<file path="config.mk">
export PLATFORM = sky130hd
export DESIGN_NAME = bio_regs
export DESIGN_NICKNAME = d
export VERILOG_FILES = /design/src/rtl/bio_pkg.sv /design/src/rtl/bio_regs.sv
export SDC_FILE = /design/constraint.sdc
export NUM_CORES = 1
export LEC_CHECK = 0
export ABC_AREA = 1
export BUFFER_PORTS_ARGS = -buffer_cell sky130_fd_sc_hd__buf_2
export CORE_ASPECT_RATIO = 1.2
export CORE_MARGIN = 10
export CORE_UTILIZATION = 55
export DETAILED_ROUTE_END_ITERATION = 10
export GPL_TIMING_DRIVEN = 0
export MAX_ROUTING_LAYER = met4
export PLACE_DENSITY = 0.78
export SYNTH_ARGS = -nofsm -noshare
export SYNTH_HDL_FRONTEND = slang
export SYNTH_SLANG_ARGS = --single-unit
export TNS_END_PERCENT = 100
</file>
<file path="constraint.sdc">
create_clock -name i_mclk -period 2 [get_ports i_mclk]
set_clock_uncertainty 0.15 [all_clocks]
set_input_delay 0.2 -clock i_mclk [delete_from_list [all_inputs] [get_ports i_mclk]]
set_output_delay 0.2 -clock i_mclk [all_outputs]
set_load 0.01 [all_outputs]
</file>
<file path="src/rtl/bio_pkg.sv">
// Constants, address map and types of the board I/O decode and control bank.
`default_nettype none
package bio_pkg;
	// Clock and hardware-timed access lengths.
	localparam int CLK_PERIOD_NS = 25;
	localparam int USART_ACCESS_NS = 70;
	localparam int USB_ACCESS_NS = 70;
	localparam int RTC_ACCESS_NS = 160;
	localparam int KICK_ACCESS_NS = 100;
	localparam int USART_CYC_I = (USART_ACCESS_NS + CLK_PERIOD_NS - 1) /
		CLK_PERIOD_NS;
	localparam int USB_CYC_I = (USB_ACCESS_NS + CLK_PERIOD_NS - 1) /
		CLK_PERIOD_NS;
	localparam int RTC_CYC_I = (RTC_ACCESS_NS + CLK_PERIOD_NS - 1) /
		CLK_PERIOD_NS;
	localparam int KICK_CYC_I = (KICK_ACCESS_NS + CLK_PERIOD_NS - 1) /
		CLK_PERIOD_NS;
	localparam logic [3:0] USART_CYC = 4'(USART_CYC_I);
	localparam logic [3:0] USB_CYC = 4'(USB_CYC_I);
	localparam logic [3:0] RTC_CYC = 4'(RTC_CYC_I);
	localparam logic [3:0] KICK_CYC = 4'(KICK_CYC_I);
	localparam logic [3:0] MIN_CYC = 4'h1;
	// Peripheral read data crosses two sync flops, so timed peripheral accesses wait
	// this much longer before the data is taken.
	localparam logic [3:0] PER_SYNC_CYC = 4'h2;

	// Peripheral windows: base byte address and the mask of free low bits.
	localparam logic [31:0] USART_A_BASE = 32'h6000_0000;
	localparam logic [31:0] USART_B_BASE = 32'h6000_0080;
	localparam logic [31:0] USART_MASK = 32'h0000_007f;
	localparam logic [31:0] USB_BASE = 32'h6002_0000;
	localparam logic [31:0] USB_MASK = 32'h0000_003f;
	localparam logic [31:0] RTC_BASE = 32'h6004_0000;
	localparam logic [31:0] RTC_MASK = 32'h0000_007f;
	localparam logic [31:0] SSITE_BASE = 32'h6012_0000;
	localparam logic [31:0] SSITE_MASK = 32'h0000_007f;
	localparam logic [31:0] PSITE_BASE = 32'h6010_0000;
	localparam logic [31:0] PSITE_MASK = 32'h0001_ffff;

	// Control registers, one per 16-bit word.
	localparam logic [31:0] INT4_SEL_ADDR = 32'h6006_0000;
	localparam logic [31:0] INT5_SEL_ADDR = 32'h6006_0002;
	localparam logic [31:0] INT6_SEL_ADDR = 32'h6006_0004;
	localparam logic [31:0] INT7_SEL_ADDR = 32'h6006_0006;
	localparam logic [31:0] NMI_SEL_ADDR = 32'h6006_0008;
	localparam logic [31:0] KICK_ADDR = 32'h6006_000e;
	localparam logic [31:0] WDOG_EN_ADDR = 32'h6006_0010;
	localparam logic [31:0] XRST_ADDR = 32'h6006_0012;
	localparam logic [31:0] IDENT_ADDR = 32'h6006_0014;
	localparam logic [31:0] BOOT_ADDR = 32'h6006_0016;
	localparam logic [31:0] SYSCFG_ADDR = 32'h6006_0018;
	localparam logic [31:0] REVID_ADDR = 32'h6006_001a;

	// Reset values.
	localparam logic [3:0] INT4_SEL_RST = 4'h4;
	localparam logic [3:0] INT5_SEL_RST = 4'h5;
	localparam logic [3:0] INT6_SEL_RST = 4'h0;
	localparam logic [3:0] INT7_SEL_RST = 4'h2;
	localparam logic [3:0] NMI_SEL_RST = 4'hf;
	localparam logic [3:0] WDOG_EN_RST = 4'h0;
	localparam logic [3:0] XRST_RST = 4'h0;
	localparam logic [3:0] SYSCFG_RST = 4'h0;

	typedef enum logic [2:0] {
		ST_IDLE = 3'b001,
		ST_WAIT = 3'b010,
		ST_HOLD = 3'b100
	} bio_state_t;

	typedef enum logic [2:0] {
		TGT_NONE = 3'h0,
		TGT_USART_A = 3'h1,
		TGT_USART_B = 3'h2,
		TGT_USB = 3'h3,
		TGT_RTC = 3'h4,
		TGT_SSITE = 3'h5,
		TGT_PSITE = 3'h6,
		TGT_REGS = 3'h7
	} bio_target_t;
endpackage : bio_pkg
`default_nettype wire

</file>
<file path="src/rtl/bio_regs.sv">
// Board I/O address decoder, peripheral access timing and control registers.
//
// How it works
// - Serial channel A answers 60000000H-6000007EH and B 60000080H-600000FEH, byte wide, with a 70 ns hardware-timed access.
// - Accesses to the serial site and the parallel site windows are stretched by each site's ready input.
// - Byte peripherals and the serial site use the low 8 bits, control registers the low 4 bits, of 16-bit words at 2-byte steps.
// - The parallel site moves full 16-bit words on data lines 0 to 15 at 2-byte steps.
// - Any write to the kick register at 6006000EH restarts the watchdog, with a 100 ns hardware-timed access.
// - The watchdog enable register at 60060010H is a 4-bit read/write value cleared by reset.
// - The interrupt 4, 5, 6, 7 and non-maskable source selectors reset to 4H, 5H, 0H, 2H and FH.
// - The expansion site reset register at 60060012H is 4-bit read/write, cleared by reset.
// - Identity at 60060014H and boot mode at 60060016H are read-only and come from board straps.
// - The one board reset returns every register of this bank to its reset value together with the rest of the board.
`default_nettype none
module bio_regs
	import bio_pkg::*;
(
	// Clock and board reset.
	input wire logic i_mclk,
	input wire logic i_arst_n,
	// Asynchronous memory bus from the processor.
	input wire logic i_ce_n,
	input wire logic i_re_n,
	input wire logic i_we_n,
	input wire logic [31:0] i_addr,
	input wire logic [15:0] i_wdata,
	output logic [15:0] o_rdata,
	output logic o_rdata_oe,
	output logic o_ardy,
	// Peripheral side bus.
	output logic o_usart_a_cs_n,
	output logic o_usart_b_cs_n,
	output logic o_usb_cs_n,
	output logic o_rtc_cs_n,
	output logic o_serial_site_cs_n,
	output logic o_parallel_site_cs_n,
	output logic o_per_rd_n,
	output logic o_per_wr_n,
	output logic [15:0] o_per_addr,
	output logic [15:0] o_per_wdata,
	input wire logic [15:0] i_per_rdata,
	input wire logic i_serial_site_ready,
	input wire logic i_parallel_site_ready,
	// Board straps.
	input wire logic [3:0] i_board_identity,
	input wire logic [3:0] i_boot_mode,
	input wire logic [3:0] i_board_revision,
	// Control register outputs.
	output logic [3:0] o_int4_source_select,
	output logic [3:0] o_int5_source_select,
	output logic [3:0] o_int6_source_select,
	output logic [3:0] o_int7_source_select,
	output logic [3:0] o_nonmaskable_source_select,
	output logic [3:0] o_watchdog_enable,
	output logic [3:0] o_expansion_site_reset,
	output logic [3:0] o_system_configuration,
	output logic o_watchdog_kick
);

	////////////////////////////////////////////////////////////////////////
	// Pin synchronisers: every bus pin is two flops deep before use.
	logic [68:0] sync1_reg;
	logic [68:0] sync2_reg;
	logic [68:0] pins;
	assign pins = {i_ce_n, i_re_n, i_we_n, i_addr, i_wdata, i_per_rdata,
		i_serial_site_ready, i_parallel_site_ready};
	always_ff @(posedge i_mclk or negedge i_arst_n) begin
		if (!i_arst_n) begin
			sync1_reg <= {3'h7, 66'h0};
			sync2_reg <= {3'h7, 66'h0};
		end else begin
			sync1_reg <= pins;
			sync2_reg <= sync1_reg;
		end
	end
	logic s_ce_n;
	logic s_re_n;
	logic s_we_n;
	logic [31:0] s_addr;
	logic [15:0] s_wdata;
	logic [15:0] s_per_rdata;
	logic s_sready;
	logic s_pready;
	assign {s_ce_n, s_re_n, s_we_n, s_addr, s_wdata, s_per_rdata,
		s_sready, s_pready} = sync2_reg;

	// Strap sync has no reset, so the straps are already through it when
	// the capture happens right after reset release.
	logic [11:0] st1_s_reg;
	logic [11:0] st2_s_reg;
	always_ff @(posedge i_mclk) begin
		st1_s_reg <= {i_board_identity, i_boot_mode, i_board_revision};
		st2_s_reg <= st1_s_reg;
	end

	////////////////////////////////////////////////////////////////////////
	// Window decode.
	function automatic logic hit(input logic [31:0] a, input logic [31:0] b,
		input logic [31:0] m);
		hit = (a & ~m) == b;
	endfunction : hit

	bio_target_t dec_tgt;
	logic [3:0] dec_cyc;
	always_comb begin
		dec_tgt = TGT_NONE;
		dec_cyc = MIN_CYC;
		if (hit(s_addr, USART_A_BASE, USART_MASK)) begin
			dec_tgt = TGT_USART_A;
			dec_cyc = USART_CYC + PER_SYNC_CYC;
		end else if (hit(s_addr, USART_B_BASE, USART_MASK)) begin
			dec_tgt = TGT_USART_B;
			dec_cyc = USART_CYC + PER_SYNC_CYC;
		end else if (hit(s_addr, USB_BASE, USB_MASK)) begin
			dec_tgt = TGT_USB;
			dec_cyc = USB_CYC + PER_SYNC_CYC;
		end else if (hit(s_addr, RTC_BASE, RTC_MASK)) begin
			dec_tgt = TGT_RTC;
			dec_cyc = RTC_CYC + PER_SYNC_CYC;
		end else if (hit(s_addr, SSITE_BASE, SSITE_MASK)) begin
			dec_tgt = TGT_SSITE;
		end else if (hit(s_addr, PSITE_BASE, PSITE_MASK)) begin
			dec_tgt = TGT_PSITE;
		end else if ({s_addr[31:1], 1'b0} == KICK_ADDR) begin
			dec_tgt = TGT_REGS;
			dec_cyc = KICK_CYC;
		end else if ((s_addr & ~32'h0000_001f) == INT4_SEL_ADDR) begin
			dec_tgt = TGT_REGS;
		end
	end

	////////////////////////////////////////////////////////////////////////
	// Access sequencer and registers.
	bio_state_t state_reg, state_next;
	bio_target_t tgt_reg, tgt_next;
	logic [3:0] cnt_reg, cnt_next;
	logic wr_reg, wr_next;
	logic [31:0] adr_reg, adr_next;
	logic [15:0] wd_reg, wd_next;
	logic [15:0] rd_reg, rd_next;
	logic strap_reg, strap_next;
	logic [3:0] ident_reg, ident_next;
	logic [3:0] boot_reg, boot_next;
	logic [3:0] rev_reg, rev_next;
	logic [3:0] i4_reg, i4_next;
	logic [3:0] i5_reg, i5_next;
	logic [3:0] i6_reg, i6_next;
	logic [3:0] i7_reg, i7_next;
	logic [3:0] nmi_reg, nmi_next;
	logic [3:0] wen_reg, wen_next;
	logic [3:0] xrst_reg, xrst_next;
	logic [3:0] cfg_reg, cfg_next;
	logic kick_reg, kick_next;

	logic start;
	logic [3:0] rv;
	logic [31:0] ra;
	assign start = !s_ce_n && (!s_re_n || !s_we_n);
	assign ra = {adr_reg[31:1], 1'b0};

	always_comb begin
		// Reads of the kick word and of unused words return zero.
		rv = 4'h0;
		unique case (ra)
			INT4_SEL_ADDR: rv = i4_reg;
			INT5_SEL_ADDR: rv = i5_reg;
			INT6_SEL_ADDR: rv = i6_reg;
			INT7_SEL_ADDR: rv = i7_reg;
			NMI_SEL_ADDR: rv = nmi_reg;
			WDOG_EN_ADDR: rv = wen_reg;
			XRST_ADDR: rv = xrst_reg;
			IDENT_ADDR: rv = ident_reg;
			BOOT_ADDR: rv = boot_reg;
			SYSCFG_ADDR: rv = cfg_reg;
			REVID_ADDR: rv = rev_reg;
			default: rv = 4'h0;
		endcase
	end

	always_comb begin
		state_next = state_reg;
		tgt_next = tgt_reg;
		cnt_next = cnt_reg;
		wr_next = wr_reg;
		adr_next = adr_reg;
		wd_next = wd_reg;
		rd_next = rd_reg;
		strap_next = 1'b1;
		ident_next = ident_reg;
		boot_next = boot_reg;
		rev_next = rev_reg;
		i4_next = i4_reg;
		i5_next = i5_reg;
		i6_next = i6_reg;
		i7_next = i7_reg;
		nmi_next = nmi_reg;
		wen_next = wen_reg;
		xrst_next = xrst_reg;
		cfg_next = cfg_reg;
		kick_next = 1'b0;
		// Straps are taken once, in the first cycle after reset release.
		if (!strap_reg) begin
			{ident_next, boot_next, rev_next} = st2_s_reg;
		end
		unique case (state_reg)
			ST_IDLE: begin
				if (start) begin
					state_next = ST_WAIT;
					tgt_next = dec_tgt;
					cnt_next = dec_cyc;
					wr_next = !s_we_n;
					adr_next = s_addr;
					wd_next = s_wdata;
				end
			end
			ST_WAIT: begin
				if (cnt_reg > MIN_CYC) begin
					cnt_next = cnt_reg - MIN_CYC;
				end else if ((tgt_reg == TGT_SSITE && !s_sready) ||
					(tgt_reg == TGT_PSITE && !s_pready)) begin
					cnt_next = MIN_CYC;
				end else begin
					state_next = ST_HOLD;
					rd_next = 16'h0;
					if (tgt_reg == TGT_PSITE) begin
						rd_next = s_per_rdata;
					end else if (tgt_reg == TGT_REGS) begin
						rd_next = {12'h0, rv};
					end else if (tgt_reg != TGT_NONE) begin
						rd_next = {8'h0, s_per_rdata[7:0]};
					end
					if (wr_reg && tgt_reg == TGT_REGS) begin
						unique case (ra)
							INT4_SEL_ADDR: i4_next = wd_reg[3:0];
							INT5_SEL_ADDR: i5_next = wd_reg[3:0];
							INT6_SEL_ADDR: i6_next = wd_reg[3:0];
							INT7_SEL_ADDR: i7_next = wd_reg[3:0];
							NMI_SEL_ADDR: nmi_next = wd_reg[3:0];
							KICK_ADDR: kick_next = 1'b1;
							WDOG_EN_ADDR: wen_next = wd_reg[3:0];
							XRST_ADDR: xrst_next = wd_reg[3:0];
							SYSCFG_ADDR: cfg_next = wd_reg[3:0];
							REVID_ADDR: rev_next = wd_reg[3:0];
							// Identity and boot mode keep their straps.
							default: kick_next = 1'b0;
						endcase
					end
				end
			end
			ST_HOLD: begin
				if (!start) begin
					state_next = ST_IDLE;
				end
			end
			default: state_next = ST_IDLE;
		endcase
	end

	always_ff @(posedge i_mclk or negedge i_arst_n) begin
		if (!i_arst_n) begin
			state_reg <= ST_IDLE;
			tgt_reg <= TGT_NONE;
			cnt_reg <= MIN_CYC;
			wr_reg <= 1'b0;
			adr_reg <= 32'h0;
			wd_reg <= 16'h0;
			rd_reg <= 16'h0;
			strap_reg <= 1'b0;
			ident_reg <= 4'h0;
			boot_reg <= 4'h0;
			rev_reg <= 4'h0;
			i4_reg <= INT4_SEL_RST;
			i5_reg <= INT5_SEL_RST;
			i6_reg <= INT6_SEL_RST;
			i7_reg <= INT7_SEL_RST;
			nmi_reg <= NMI_SEL_RST;
			wen_reg <= WDOG_EN_RST;
			xrst_reg <= XRST_RST;
			cfg_reg <= SYSCFG_RST;
			kick_reg <= 1'b0;
		end else begin
			state_reg <= state_next;
			tgt_reg <= tgt_next;
			cnt_reg <= cnt_next;
			wr_reg <= wr_next;
			adr_reg <= adr_next;
			wd_reg <= wd_next;
			rd_reg <= rd_next;
			strap_reg <= strap_next;
			ident_reg <= ident_next;
			boot_reg <= boot_next;
			rev_reg <= rev_next;
			i4_reg <= i4_next;
			i5_reg <= i5_next;
			i6_reg <= i6_next;
			i7_reg <= i7_next;
			nmi_reg <= nmi_next;
			wen_reg <= wen_next;
			xrst_reg <= xrst_next;
			cfg_reg <= cfg_next;
			kick_reg <= kick_next;
		end
	end

	////////////////////////////////////////////////////////////////////////
	// Registered pin drive. Ready stays low outside the hold phase so the
	// master never sees a stale high while the strobes are synchronised.
	logic [13:0] pin_reg, pin_next;
	logic busy_next;
	assign busy_next = state_next != ST_IDLE;
	always_comb begin
		pin_next = {12'hfff, 1'b0, 1'b0};
		pin_next[0] = state_next == ST_HOLD;
		pin_next[1] = state_next == ST_HOLD && !wr_next && start;
		pin_next[2] = !(busy_next && tgt_next == TGT_USART_A);
		pin_next[3] = !(busy_next && tgt_next == TGT_USART_B);
		pin_next[4] = !(busy_next && tgt_next == TGT_USB);
		pin_next[5] = !(busy_next && tgt_next == TGT_RTC);
		pin_next[6] = !(busy_next && tgt_next == TGT_SSITE);
		pin_next[7] = !(busy_next && tgt_next == TGT_PSITE);
		pin_next[8] = !(busy_next && !wr_next);
		pin_next[9] = !(busy_next && wr_next);
	end
	always_ff @(posedge i_mclk or negedge i_arst_n) begin
		if (!i_arst_n) begin
			pin_reg <= {12'hfff, 1'b0, 1'b0};
		end else begin
			pin_reg <= pin_next;
		end
	end

	assign o_ardy = pin_reg[0];
	assign o_rdata_oe = pin_reg[1];
	assign o_rdata = rd_reg;
	assign o_usart_a_cs_n = pin_reg[2];
	assign o_usart_b_cs_n = pin_reg[3];
	assign o_usb_cs_n = pin_reg[4];
	assign o_rtc_cs_n = pin_reg[5];
	assign o_serial_site_cs_n = pin_reg[6];
	assign o_parallel_site_cs_n = pin_reg[7];
	assign o_per_rd_n = pin_reg[8];
	assign o_per_wr_n = pin_reg[9];
	// Word index: peripherals sit on 2-byte steps.
	assign o_per_addr = adr_reg[16:1];
	assign o_per_wdata = wd_reg;
	assign o_int4_source_select = i4_reg;
	assign o_int5_source_select = i5_reg;
	assign o_int6_source_select = i6_reg;
	assign o_int7_source_select = i7_reg;
	assign o_nonmaskable_source_select = nmi_reg;
	assign o_watchdog_enable = wen_reg;
	assign o_expansion_site_reset = xrst_reg;
	assign o_system_configuration = cfg_reg;
	assign o_watchdog_kick = kick_reg;

endmodule : bio_regs
`default_nettype wire

</file>
-- Yosys cells after proc, flatten, opt, wreduce, memory -nomap -nowiden
Cells that the tools add are included.
- register bits: 293
- input port bits: 83
- output and inout bits: 91
- word-level logic and storage cells: 151
- add/subtract/negate cells: 1
- magnitude comparators: 1
- equality and inequality tests: 36
- muxes and demuxes: 43
- bitwise logic cells: 2
- reduce and logical (&&, ||, !) cells: 43
- operators by type and width (kind ; number):
    $eq 31x30->1 const B ; 13
    $eq 25x24->1 const B ; 4
    $mux 4 ; 13
    $mux 3 ; 17
    $pmux 4 s11 ; 1
    $reduce_and 5->1 ; 8
    $eq 27x26->1 const B ; 1
    $eq 26x25->1 const B ; 1
    $eq 3x3->1 const B ; 8
    $mux 16 ; 1
    $mux 8 ; 2
    $eq 15x14->1 const B ; 1
    $logic_and 1x1->1 ; 14
    $logic_not 1->1 ; 14
    $eq 3x2->1 const B ; 3
    $pmux 3 s3 ; 1
    $pmux 4 s2 ; 1
    $mux 1 ; 7
    $eq 3x1->1 const B ; 2
    $reduce_and 3->1 ; 2
    $gt 4x1->1 const B ; 1
    $sub 4x1->4 const B ; 1
    $ne 3x1->1 const B ; 1
    $ne 3x3->1 const B ; 1
    6 further kinds ; 8

-- Depth between registers and ports, before layout
Gate-level depths: netlist of the first run.
- depth after elaboration: 14
- depth in mapped cells: 14
- depth with buffers taken out: 13

-- Least setup slack after synthesis of the first run
Ideal clock, no wire load.
- path kind: flip-flop to flip-flop
- from: register cnt_reg[0]
- to: register rev_reg[0]
- setup time: 0.117 ns
- arrival time: 1.595 ns
- data required time: 1.733 ns
- path slack: 0.138 ns
- stages on the path, launching flop included: 13
- buffers on the path: 0
- clock period less this slack: 1.862 ns
- path through: dfstp_2 -> inv_1 -> ha_1 -> o21ai_0 -> inv_1 -> o211ai_2 -> nor2_4 -> nand2_4 -> inv_12 -> nand2_4 -> nand3_1 -> o21ai_1 -> inv_1
- cells in the longest elaborated chain, start to end: 3
- RTL lines (item ; RTL line ; source):
    start, declared ; bio_regs.sv:136 ; logic [3:0] cnt_reg, cnt_next;
    start signal, assigned ; bio_regs.sv:284 ; cnt_reg <= cnt_next;
    $gt 4x1->1 ; bio_regs.sv:217 ; if (cnt_reg > MIN_CYC) begin
    $mux 4 ; bio_regs.sv:217 ;
    $mux 4 ; bio_regs.sv:205 ; unique case (state_reg)
    via rev_next[0] ; bio_regs.sv:144 ; logic [3:0] rev_reg, rev_next;
    end signal, assigned ; bio_regs.sv:292 ; rev_reg <= rev_next;
    end, declared ; bio_regs.sv:144 ;
The timed path passes the listed nets, and every way through them passes these cells.
A chain may end at the register's enable or synchronous reset.

-- Worst setup path after layout of the first run
- from: register cnt_reg[0]
- to: register i4_reg[3] (netlist: o_int4_source_select[3])
- cells in the longest elaborated chain, start to end: 3
- RTL lines (item ; RTL line ; source):
    $gt 4x1->1 ; bio_regs.sv:217 ;
    $not 1->1 (no source line) ; n/a ;
    $reduce_and 5->1 (no source line) ; n/a ;
    end signal, assigned ; bio_regs.sv:293 ; i4_reg <= i4_next;
    end, declared ; bio_regs.sv:145 ; logic [3:0] i4_reg, i4_next;
Every way passes these cells.

==> results.tsv, run 1 <==
stage	metric	value	unit
critical_path	Worst EP required	2.24	ns
clock_network	CTS tree	built	
synth	Post-synth EDFFs	0	
finish	commonest non-fill, non-tap cell in the layout	nand2_1	
power_and_ir_drop	Peak VDD IR	0.0008234	V
timing	Slew headroom	0.6053	
synth	Cell Area, Synth	10330	µm²
floorplanning	DIE AREA	24690	µm²
synth	share of async-settable or async-resettable flops after synthesis	0.9172	
synth	cell taking the most area after synthesis	dfrtp_1	
clock_network	maximum buffer depth of the clock tree	3	
floorplanning	Boundary Pins	174	
timing	Least-Margin Pin Slew	0.5920	ns
clock_network	Clock Tree Root	clkbuf_16	
detailed_routing	Initial DRT Pass Iterations	7	
floorplanning	core footprint	18310	µm²
timing	RSZ-0062 raised after global routing	true	
synth	Syn Area/Cell	10.52	µm²
finish	# diodes	0	
detailed_routing	wirelength, routed	26.89	mm
global_routing	initial antenna violation count	0	
global_routing	Tot GR Track Use	0.2083	
clock_network	Sink Count	290	
global_routing	vias in the first global route	7880	
clock_network	H-tree Lvls	1	
finish	Final #Nets	1377	
timing	Final WS setup	-0.01209	ns
power_and_ir_drop	LEAKAGE	7.025	nW
timing	final hold vios	0	
timing	Setup violations, final	1	
detailed_routing	DR WL met2	14.47	mm
synth	syn_nets	1067	
critical_path	Setup CP Type	flop to flop	
critical_path	Startpoint Class	flop	
synth	share of the synthesized area in the top cell type	0.5861	
detailed_routing	Post-route DRC	0	
timing	setup TNS	-0.01209	ns
critical_path	Worst EP arrival	2.26	ns
floorplanning	Initial Utilization	0.5643	
timing	post-layout minimum cycle time	2.012	ns
placed_design	GPL Wtd Cong	0.9068	
detailed_routing	vias per inst	5.075	
floorplanning	die height	170.1	µm
placed_design	Placed Area	11570	µm²
placed_design	placed cells	1408	
timing	Max Clk Rate	497.0	MHz
detailed_routing	antenna viol nets, final	0	
floorplanning	die width	145.1	µm
power_and_ir_drop	Power Total	16.50	mW
critical_path	nature of the critical path endpoint	flop	
detailed_routing	Via Count	7937	
detailed_routing	DR top layer	met4	
finish	Final Cell Area	13980	µm²
clock_network	CTS buffer count	27	
run_status	violated checks	setup timing	
synth	YS warnings	0	
timing	Tcrit/Tclk final	1.006	
floorplanning	FP Rows	54	
critical_path	Critical Path Fanout Max	8	
detailed_routing	met1 WL	9.982	mm
global_routing	largest net degree at the start of global routing	113	
synth	post-synthesis cell count	982	
placed_design	dpl hpwl	16.39	mm
power_and_ir_drop	PD cells	1180	nW/µm²
finish	final core occ	0.7636	
synth	Top FF cell, synth	dfrtp_1	
detailed_routing	Routed wire per std cell	17.19	µm
synth	Yosys cell types	36	
synth	largest cells by area after synthesis	dfrtp_1 59%, nand2_1 11%, dfstp_2 6.1%, dfxtp_1 4.7%, nand3_1 4.2%	
finish	final non-filler cell total	1564	
finish	commonest non-fill, non-tap cells in the layout	278 x nand2_1, 240 x dfrtp_1, 171 x buf_2	
run_status	status	finished, violations left	
detailed_routing	DRT iter0 DRCs	463	
worst_hold_path	Hold Crit Class	input port to asynchronous set/reset pin	
timing	Slew Viols, Final	0	
synth	sequential-to-total area share from yosys stat	0.6936	
finish	area grow syn2layout	35.32	%
flow_run	total of max-cap violations	0	
global_routing	Remaining Overflow, GRT	0	
placed_design	Port Buffers	172	
detailed_routing	DR WL met3	1.453	mm
finish	share of cells above drive strength 1	0.3095	
global_routing	first-pass GRT wire length	40.61	mm
clock_network	clock latency at the later pin of the worst-skew pair	0.53	ns
synth	number of synthesized register bits	290	
clock_network	clock slew at reported path FFs	0.07	ns
## logic make-up (layout without fill, tap and decap cells)
logic type	count (synthesis)	in the layout	synth area share
AOI/OAI and AO/OA	73	73	0.03718
xor gates and xnor gates	2	2	0.001696
adders and majority gates	2	2	0.002422
buffers and inverters	108	438	0.04868
DFF	290	290	0.6936
other	1	1	0.0003629
and+or+nand+nor	506	506	0.2160
## power by group
part	internal, mW	switching [mW]	leakage [nW]
combinational	1.50	2.34	3.13
clock	3.26	2.17	0.470
sequential	6.70	0.542	3.42
total	11.5	5.05	7.02
## layer usage
metal,GRT usage,vias to the layer above
li1,-,3720
met1,0.2267,3838
met2,0.3759,297
met3,0.03953,82
met4,0.07218,0
met5,-,-
## per-stage QoR
step	hold slack, ns	worst slack, ns
2_1_floorplan	-0.2456	0.1375
3_3_place_gp	0.1528	-3.790
3_5_place_dp	0.06539	-0.05903
4_1_cts	0.1004	-0.02290
5_1_grt	0.1380	-0.1241
6_report	0.08817	-0.01209
## path summary, 6_finish.rpt
kind                                                  end                 from  depth (start not counted)  slack, ns
max                               o_int4_source_select[3]           cnt_reg[0]                         10      -0.01
min                                         sync1_reg[60]             i_arst_n                          2       0.09
max reg2reg                       o_int4_source_select[3]           cnt_reg[0]                         10      -0.01
min reg2reg                                  st2_s_reg[8]         st1_s_reg[8]                          0       0.18
max in group asynchronous  o_nonmaskable_source_select[0]             i_arst_n                          3       0.71
min in group i_mclk                         st1_s_reg[10]  i_board_identity[2]                          2       0.15
## critical path, cell delays in order (launching register included)
cell	delay (ns)
dfstp_2	0.55
ha_1	0.15
o21ai_1	0.05
inv_1	0.08
o211ai_2	0.11
nor2_4	0.16
nand2_4	0.14
inv_12	0.12
nand4_4	0.16
nand2_1	0.12
o21ai_1	0.08
## Yosys cell counts, drive strengths merged, types with 9 or more instances
master and instances:
nor3 16, dfxtp 24, clkbuf 9, inv 71
buf 28, nand3 86, nand4 9, o21ai 65
dfrtp 242, nand2 303, nor2 87, dfstp 24
## what timing repair did
item,in CTS,in global routing
endpoints found under the setup margin,38,107
hold buffers,81,0
endpoints found under the hold margin,189,0
resized for setup,23,111
pin swaps,2,23
cloned,0,5
setup buffers,1,21
## final cells by class
| cell class | instances | area (µm²) |
|---|---|---|
| tap | 252 | 315.3 |
| timing repair buffer | 281 | 1987 |
| sequential | 290 | 7169 |
| clock buffer | 34 | 773.2 |
| multi-input combinational | 584 | 2972 |
| clock inverter | 15 | 187.7 |
| buffer | 36 | 290.3 |
| inverter | 71 | 279.0 |
| timing repair inverter | 1 | 8.758 |
| fill | 1171 | 4328 |
(Power assumes the default switching activity.)
==> run 2, diff against run 1 <==
--- a/config.mk
+++ b/config.mk
@@ -9,11 +9,11 @@
 export BUFFER_PORTS_ARGS = -buffer_cell sky130_fd_sc_hd__buf_2
 export CORE_ASPECT_RATIO = 1.2
 export CORE_MARGIN = 10
-export CORE_UTILIZATION = 55
+export CORE_UTILIZATION = 60
 export DETAILED_ROUTE_END_ITERATION = 10
 export GPL_TIMING_DRIVEN = 0
 export MAX_ROUTING_LAYER = met4
-export PLACE_DENSITY = 0.78
+export PLACE_DENSITY = 0.84
 export SYNTH_ARGS = -nofsm -noshare
 export SYNTH_HDL_FRONTEND = slang
 export SYNTH_SLANG_ARGS = --single-unit
==> constraint.sdc (replaced) <==
create_clock -name i_mclk -period 2.4 [get_ports i_mclk]
set_clock_uncertainty 0.15 [all_clocks]
set_input_delay 0.24 -clock i_mclk [delete_from_list [all_inputs] [get_ports i_mclk]]
set_output_delay 0.24 -clock i_mclk [all_outputs]
set_load 0.01 [all_outputs]
==> run 2 against run 1 <==
The run now ends clean. Flip-flop and latch count stayed put. Combinational power decreased by 29%. Sequential share of layout area rose by 2.6 points. Total power decreased by 20%. Routed wire length is 2.3% lower. Worst setup slack improved by 0.18 ns. Clock power down 18%. Global-route usage is 2.4 points higher. Register-to-register slack improved by 0.18 ns. Clock-buffer cell count is 10 higher. Critical path type unchanged. Critical endpoint is now rev_reg[0]. Largest power group unchanged.
==> results.tsv, run 2 (synthesis gave the netlist of run 1 again) <==
stage	metric	value	unit	change
clock_network	H-tree Lvls	1		unchanged
power_and_ir_drop	Int Pwr	9.230	mW	was 11.45 mW
flow_run	total of max-cap violations	0		unchanged
critical_path	Worst EP required	2.67	ns	was 2.24 ns
global_routing	largest net degree at the start of global routing	97		was 113
critical_path	Critical Path Fanout Max	9		was 8
timing	Setup violations, final	0		was 1
placed_design	Port Buffers	172		unchanged
critical_path	Startpoint Class	flop		unchanged
finish	area grow syn2layout	28.68	%	was 35.32%
timing	setup TNS	0	ns	was -0.01209 ns
clock_network	maximum buffer depth of the clock tree	3		unchanged
clock_network	Clock Tree Root	clkbuf_16		unchanged
global_routing	first-pass GRT wire length	41.92	mm	was 40.61 mm
finish	share of cells above drive strength 1	0.2358		was 0.3095
placed_design	placed cells	1372		was 1408
global_routing	Tot GR Track Use	0.2328		was 0.2083
timing	worst hold slack	0.1464	ns	was 0.08817 ns
power_and_ir_drop	clock network fraction of design power	0.338		was 0.329
power_and_ir_drop	Net Sw Frac	0.3012		was 0.3061
global_routing	Remaining Overflow, GRT	0		unchanged
detailed_routing	Post-route DRC	0		unchanged
finish	final non-filler cell total	1505		was 1564
finish	commonest non-fill, non-tap cells in the layout	291 x nand2_1, 242 x dfrtp_1, 176 x buf_2		was 278 x nand2_1, 240 x dfrtp_1, 171 x buf_2
finish	Final #Nets	1352		was 1377
critical_path	reg2reg start	cnt_reg[0]		unchanged
timing	Tcrit/Tclk final	0.9290		was 1.006
worst_hold_path	Hold Crit Class	input port to asynchronous set/reset pin		unchanged
critical_path	worst setup path startpoint	cnt_reg[0]		unchanged
critical_path	flop-to-flop setup slack	0.17	ns	was -0.01 ns
finish	# diodes	0		unchanged
critical_path	Setup CP Type	flop to flop		unchanged
clock_network	clock slew at reported path FFs	0.07	ns	about the same
clock_network	clock latency at the later pin of the worst-skew pair	0.54	ns	was 0.53 ns
timing	Max Clk Rate	448.5	MHz	was 497.0 MHz
critical_path	Worst EP arrival	2.50	ns	was 2.26 ns
clock_network	CTS buffer count	28		was 27
detailed_routing	DRT iter0 DRCs	519		was 463
floorplanning	die height	163.8	µm	was 170.1 µm
timing	Slew Viols, Final	0		unchanged
detailed_routing	Initial DRT Pass Iterations	6		was 7
power_and_ir_drop	Peak VDD IR	0.0007956	V	was 0.0008234 V
critical_path	R2R cell count	12		was 10
placed_design	dpl hpwl	16.88	mm	was 16.39 mm
detailed_routing	Routed wire per std cell	17.47	µm	was 17.19 µm
floorplanning	FP Rows	52		was 54
critical_path	nature of the critical path endpoint	flop		unchanged
finish	FILL cells	1015		was 1171
detailed_routing	wirelength, routed	26.29	mm	was 26.89 mm
detailed_routing	vias per inst	5.223		was 5.075
power_and_ir_drop	switching power	3.977	mW	was 5.051 mW
finish	commonest non-fill, non-tap cell in the layout	nand2_1		unchanged
power_and_ir_drop	PD cells	993.4	nW/µm²	was 1180 nW/µm²
placed_design	DP Worst Slack	0.2228	ns	was -0.05903 ns
clock_network	Sink Count	290		unchanged
floorplanning	DIE AREA	22890	µm²	was 24690 µm²
power_and_ir_drop	Logic pwr share	0.208		was 0.233
critical_path	r2r endpoint	rev_reg[0]		was o_int4_source_select[3]
global_routing	initial antenna violation count	0		unchanged
global_routing	vias in the first global route	8103		was 7880
power_and_ir_drop	LEAKAGE	6.756	nW	was 7.025 nW
clock_network	CTS tree	built		unchanged
floorplanning	core footprint	16920	µm²	was 18310 µm²
detailed_routing	antenna viol nets, final	0		unchanged
timing	Slew headroom	0.5911		was 0.6053
timing	final hold vios	0		unchanged
run_status	status	completed		was finished, violations left
timing	Final WS setup	0.1704	ns	was -0.01209 ns
floorplanning	Boundary Pins	174		unchanged
clock_network	Post-CTS Setup Bufs	0		was 1
timing	Least-Margin Pin Slew	0.6134	ns	was 0.5920 ns
critical_path	Worst setup endpoint	rev_reg[0]		was o_int4_source_select[3]
timing	post-layout minimum cycle time	2.230	ns	was 2.012 ns
detailed_routing	Via Count	7860		was 7937
clock_network	hold_buf cts	81		unchanged
floorplanning	die width	139.8	µm	was 145.1 µm
floorplanning	Initial Utilization	0.6108		was 0.5643
power_and_ir_drop	Flop pwr share	0.455		was 0.439
placed_design	GPL Wtd Cong	0.9477		was 0.9068
clock_network	post_cts resized	0		was 23
timing	RSZ-0062 raised after global routing	false		was true
run 2: worst max-delay path, cell delays in order, from the launching register on:
cell      delay, ns
dfstp_2        0.54
inv_1          0.08
ha_1           0.24
o21ai_0        0.18
inv_1          0.10
o211ai_2       0.12
nor2_4         0.12
nand2_4        0.13
inv_12         0.07
nand2_4        0.10
nand3_1        0.10
o21ai_1        0.12
inv_1          0.07
run 2: metrics by stage:
step | util | total power [mW] | area [µm²]
2_1_floorplan | - | 7.587 | 10330
3_5_place_dp | 0.6815 | 8.645 | 11530
5_1_grt | 0.7859 | 13.87 | 13300
4_1_cts | 0.7859 | 13.20 | 13300
6_report | 0.7859 | 13.21 | 13300
3_3_place_gp | 0.6777 | 8.503 | 11460
run 2: cell type report:
cell class / count / area [µm²] / area share
Sequential cell: 290 / 7167 / 0.5391
Inverter: 71 / 279.0 / 0.02099
Timing Repair Buffer: 255 / 1737 / 0.1306
Clock inverter: 8 / 105.1 / 0.007905
Buffer: 37 / 224.0 / 0.01685
Multi-Input combinational cell: 584 / 2663 / 0.2003
Tap cell: 216 / 270.3 / 0.02033
Clock buffer: 44 / 850.8 / 0.06399
run 2: worst min-delay path by stage:
stage,startpoint,endpoint,slack (ns),cells past startpoint
2_1_floorplan,i_arst_n,adr_reg[10],-0.21,0
3_3_place_gp,st1_s_reg[3],st2_s_reg[3],0.16,0
3_5_place_dp,i_arst_n,o_rdata[10],0.11,1
4_1_cts,i_arst_n,o_rdata[14],0.13,2
5_1_grt,i_wdata[2],sync1_reg[20],0.18,2
6_report,i_arst_n,o_rdata[14],0.15,2
run 2: power groups by stage:
stage / clock network [mW] / logic, mW / registers [mW]
global route: 4.74 / 3.05 / 6.08
floorplan: 0 / 1.51 / 6.08
finish: 4.46 / 2.74 / 6.00
CTS: 4.50 / 2.72 / 5.99
detailed placement: 0 / 2.58 / 6.06
global placement: 0 / 2.48 / 6.02
run 2: routing by layer:
metal	share of wire	wire, µm	GRT usage
met1	0.37	9639	0.2622
met2	0.53	13840	0.4003
met3	0.067	1765	0.04506
met4	0.039	1036	0.09774
met5	0	0	-
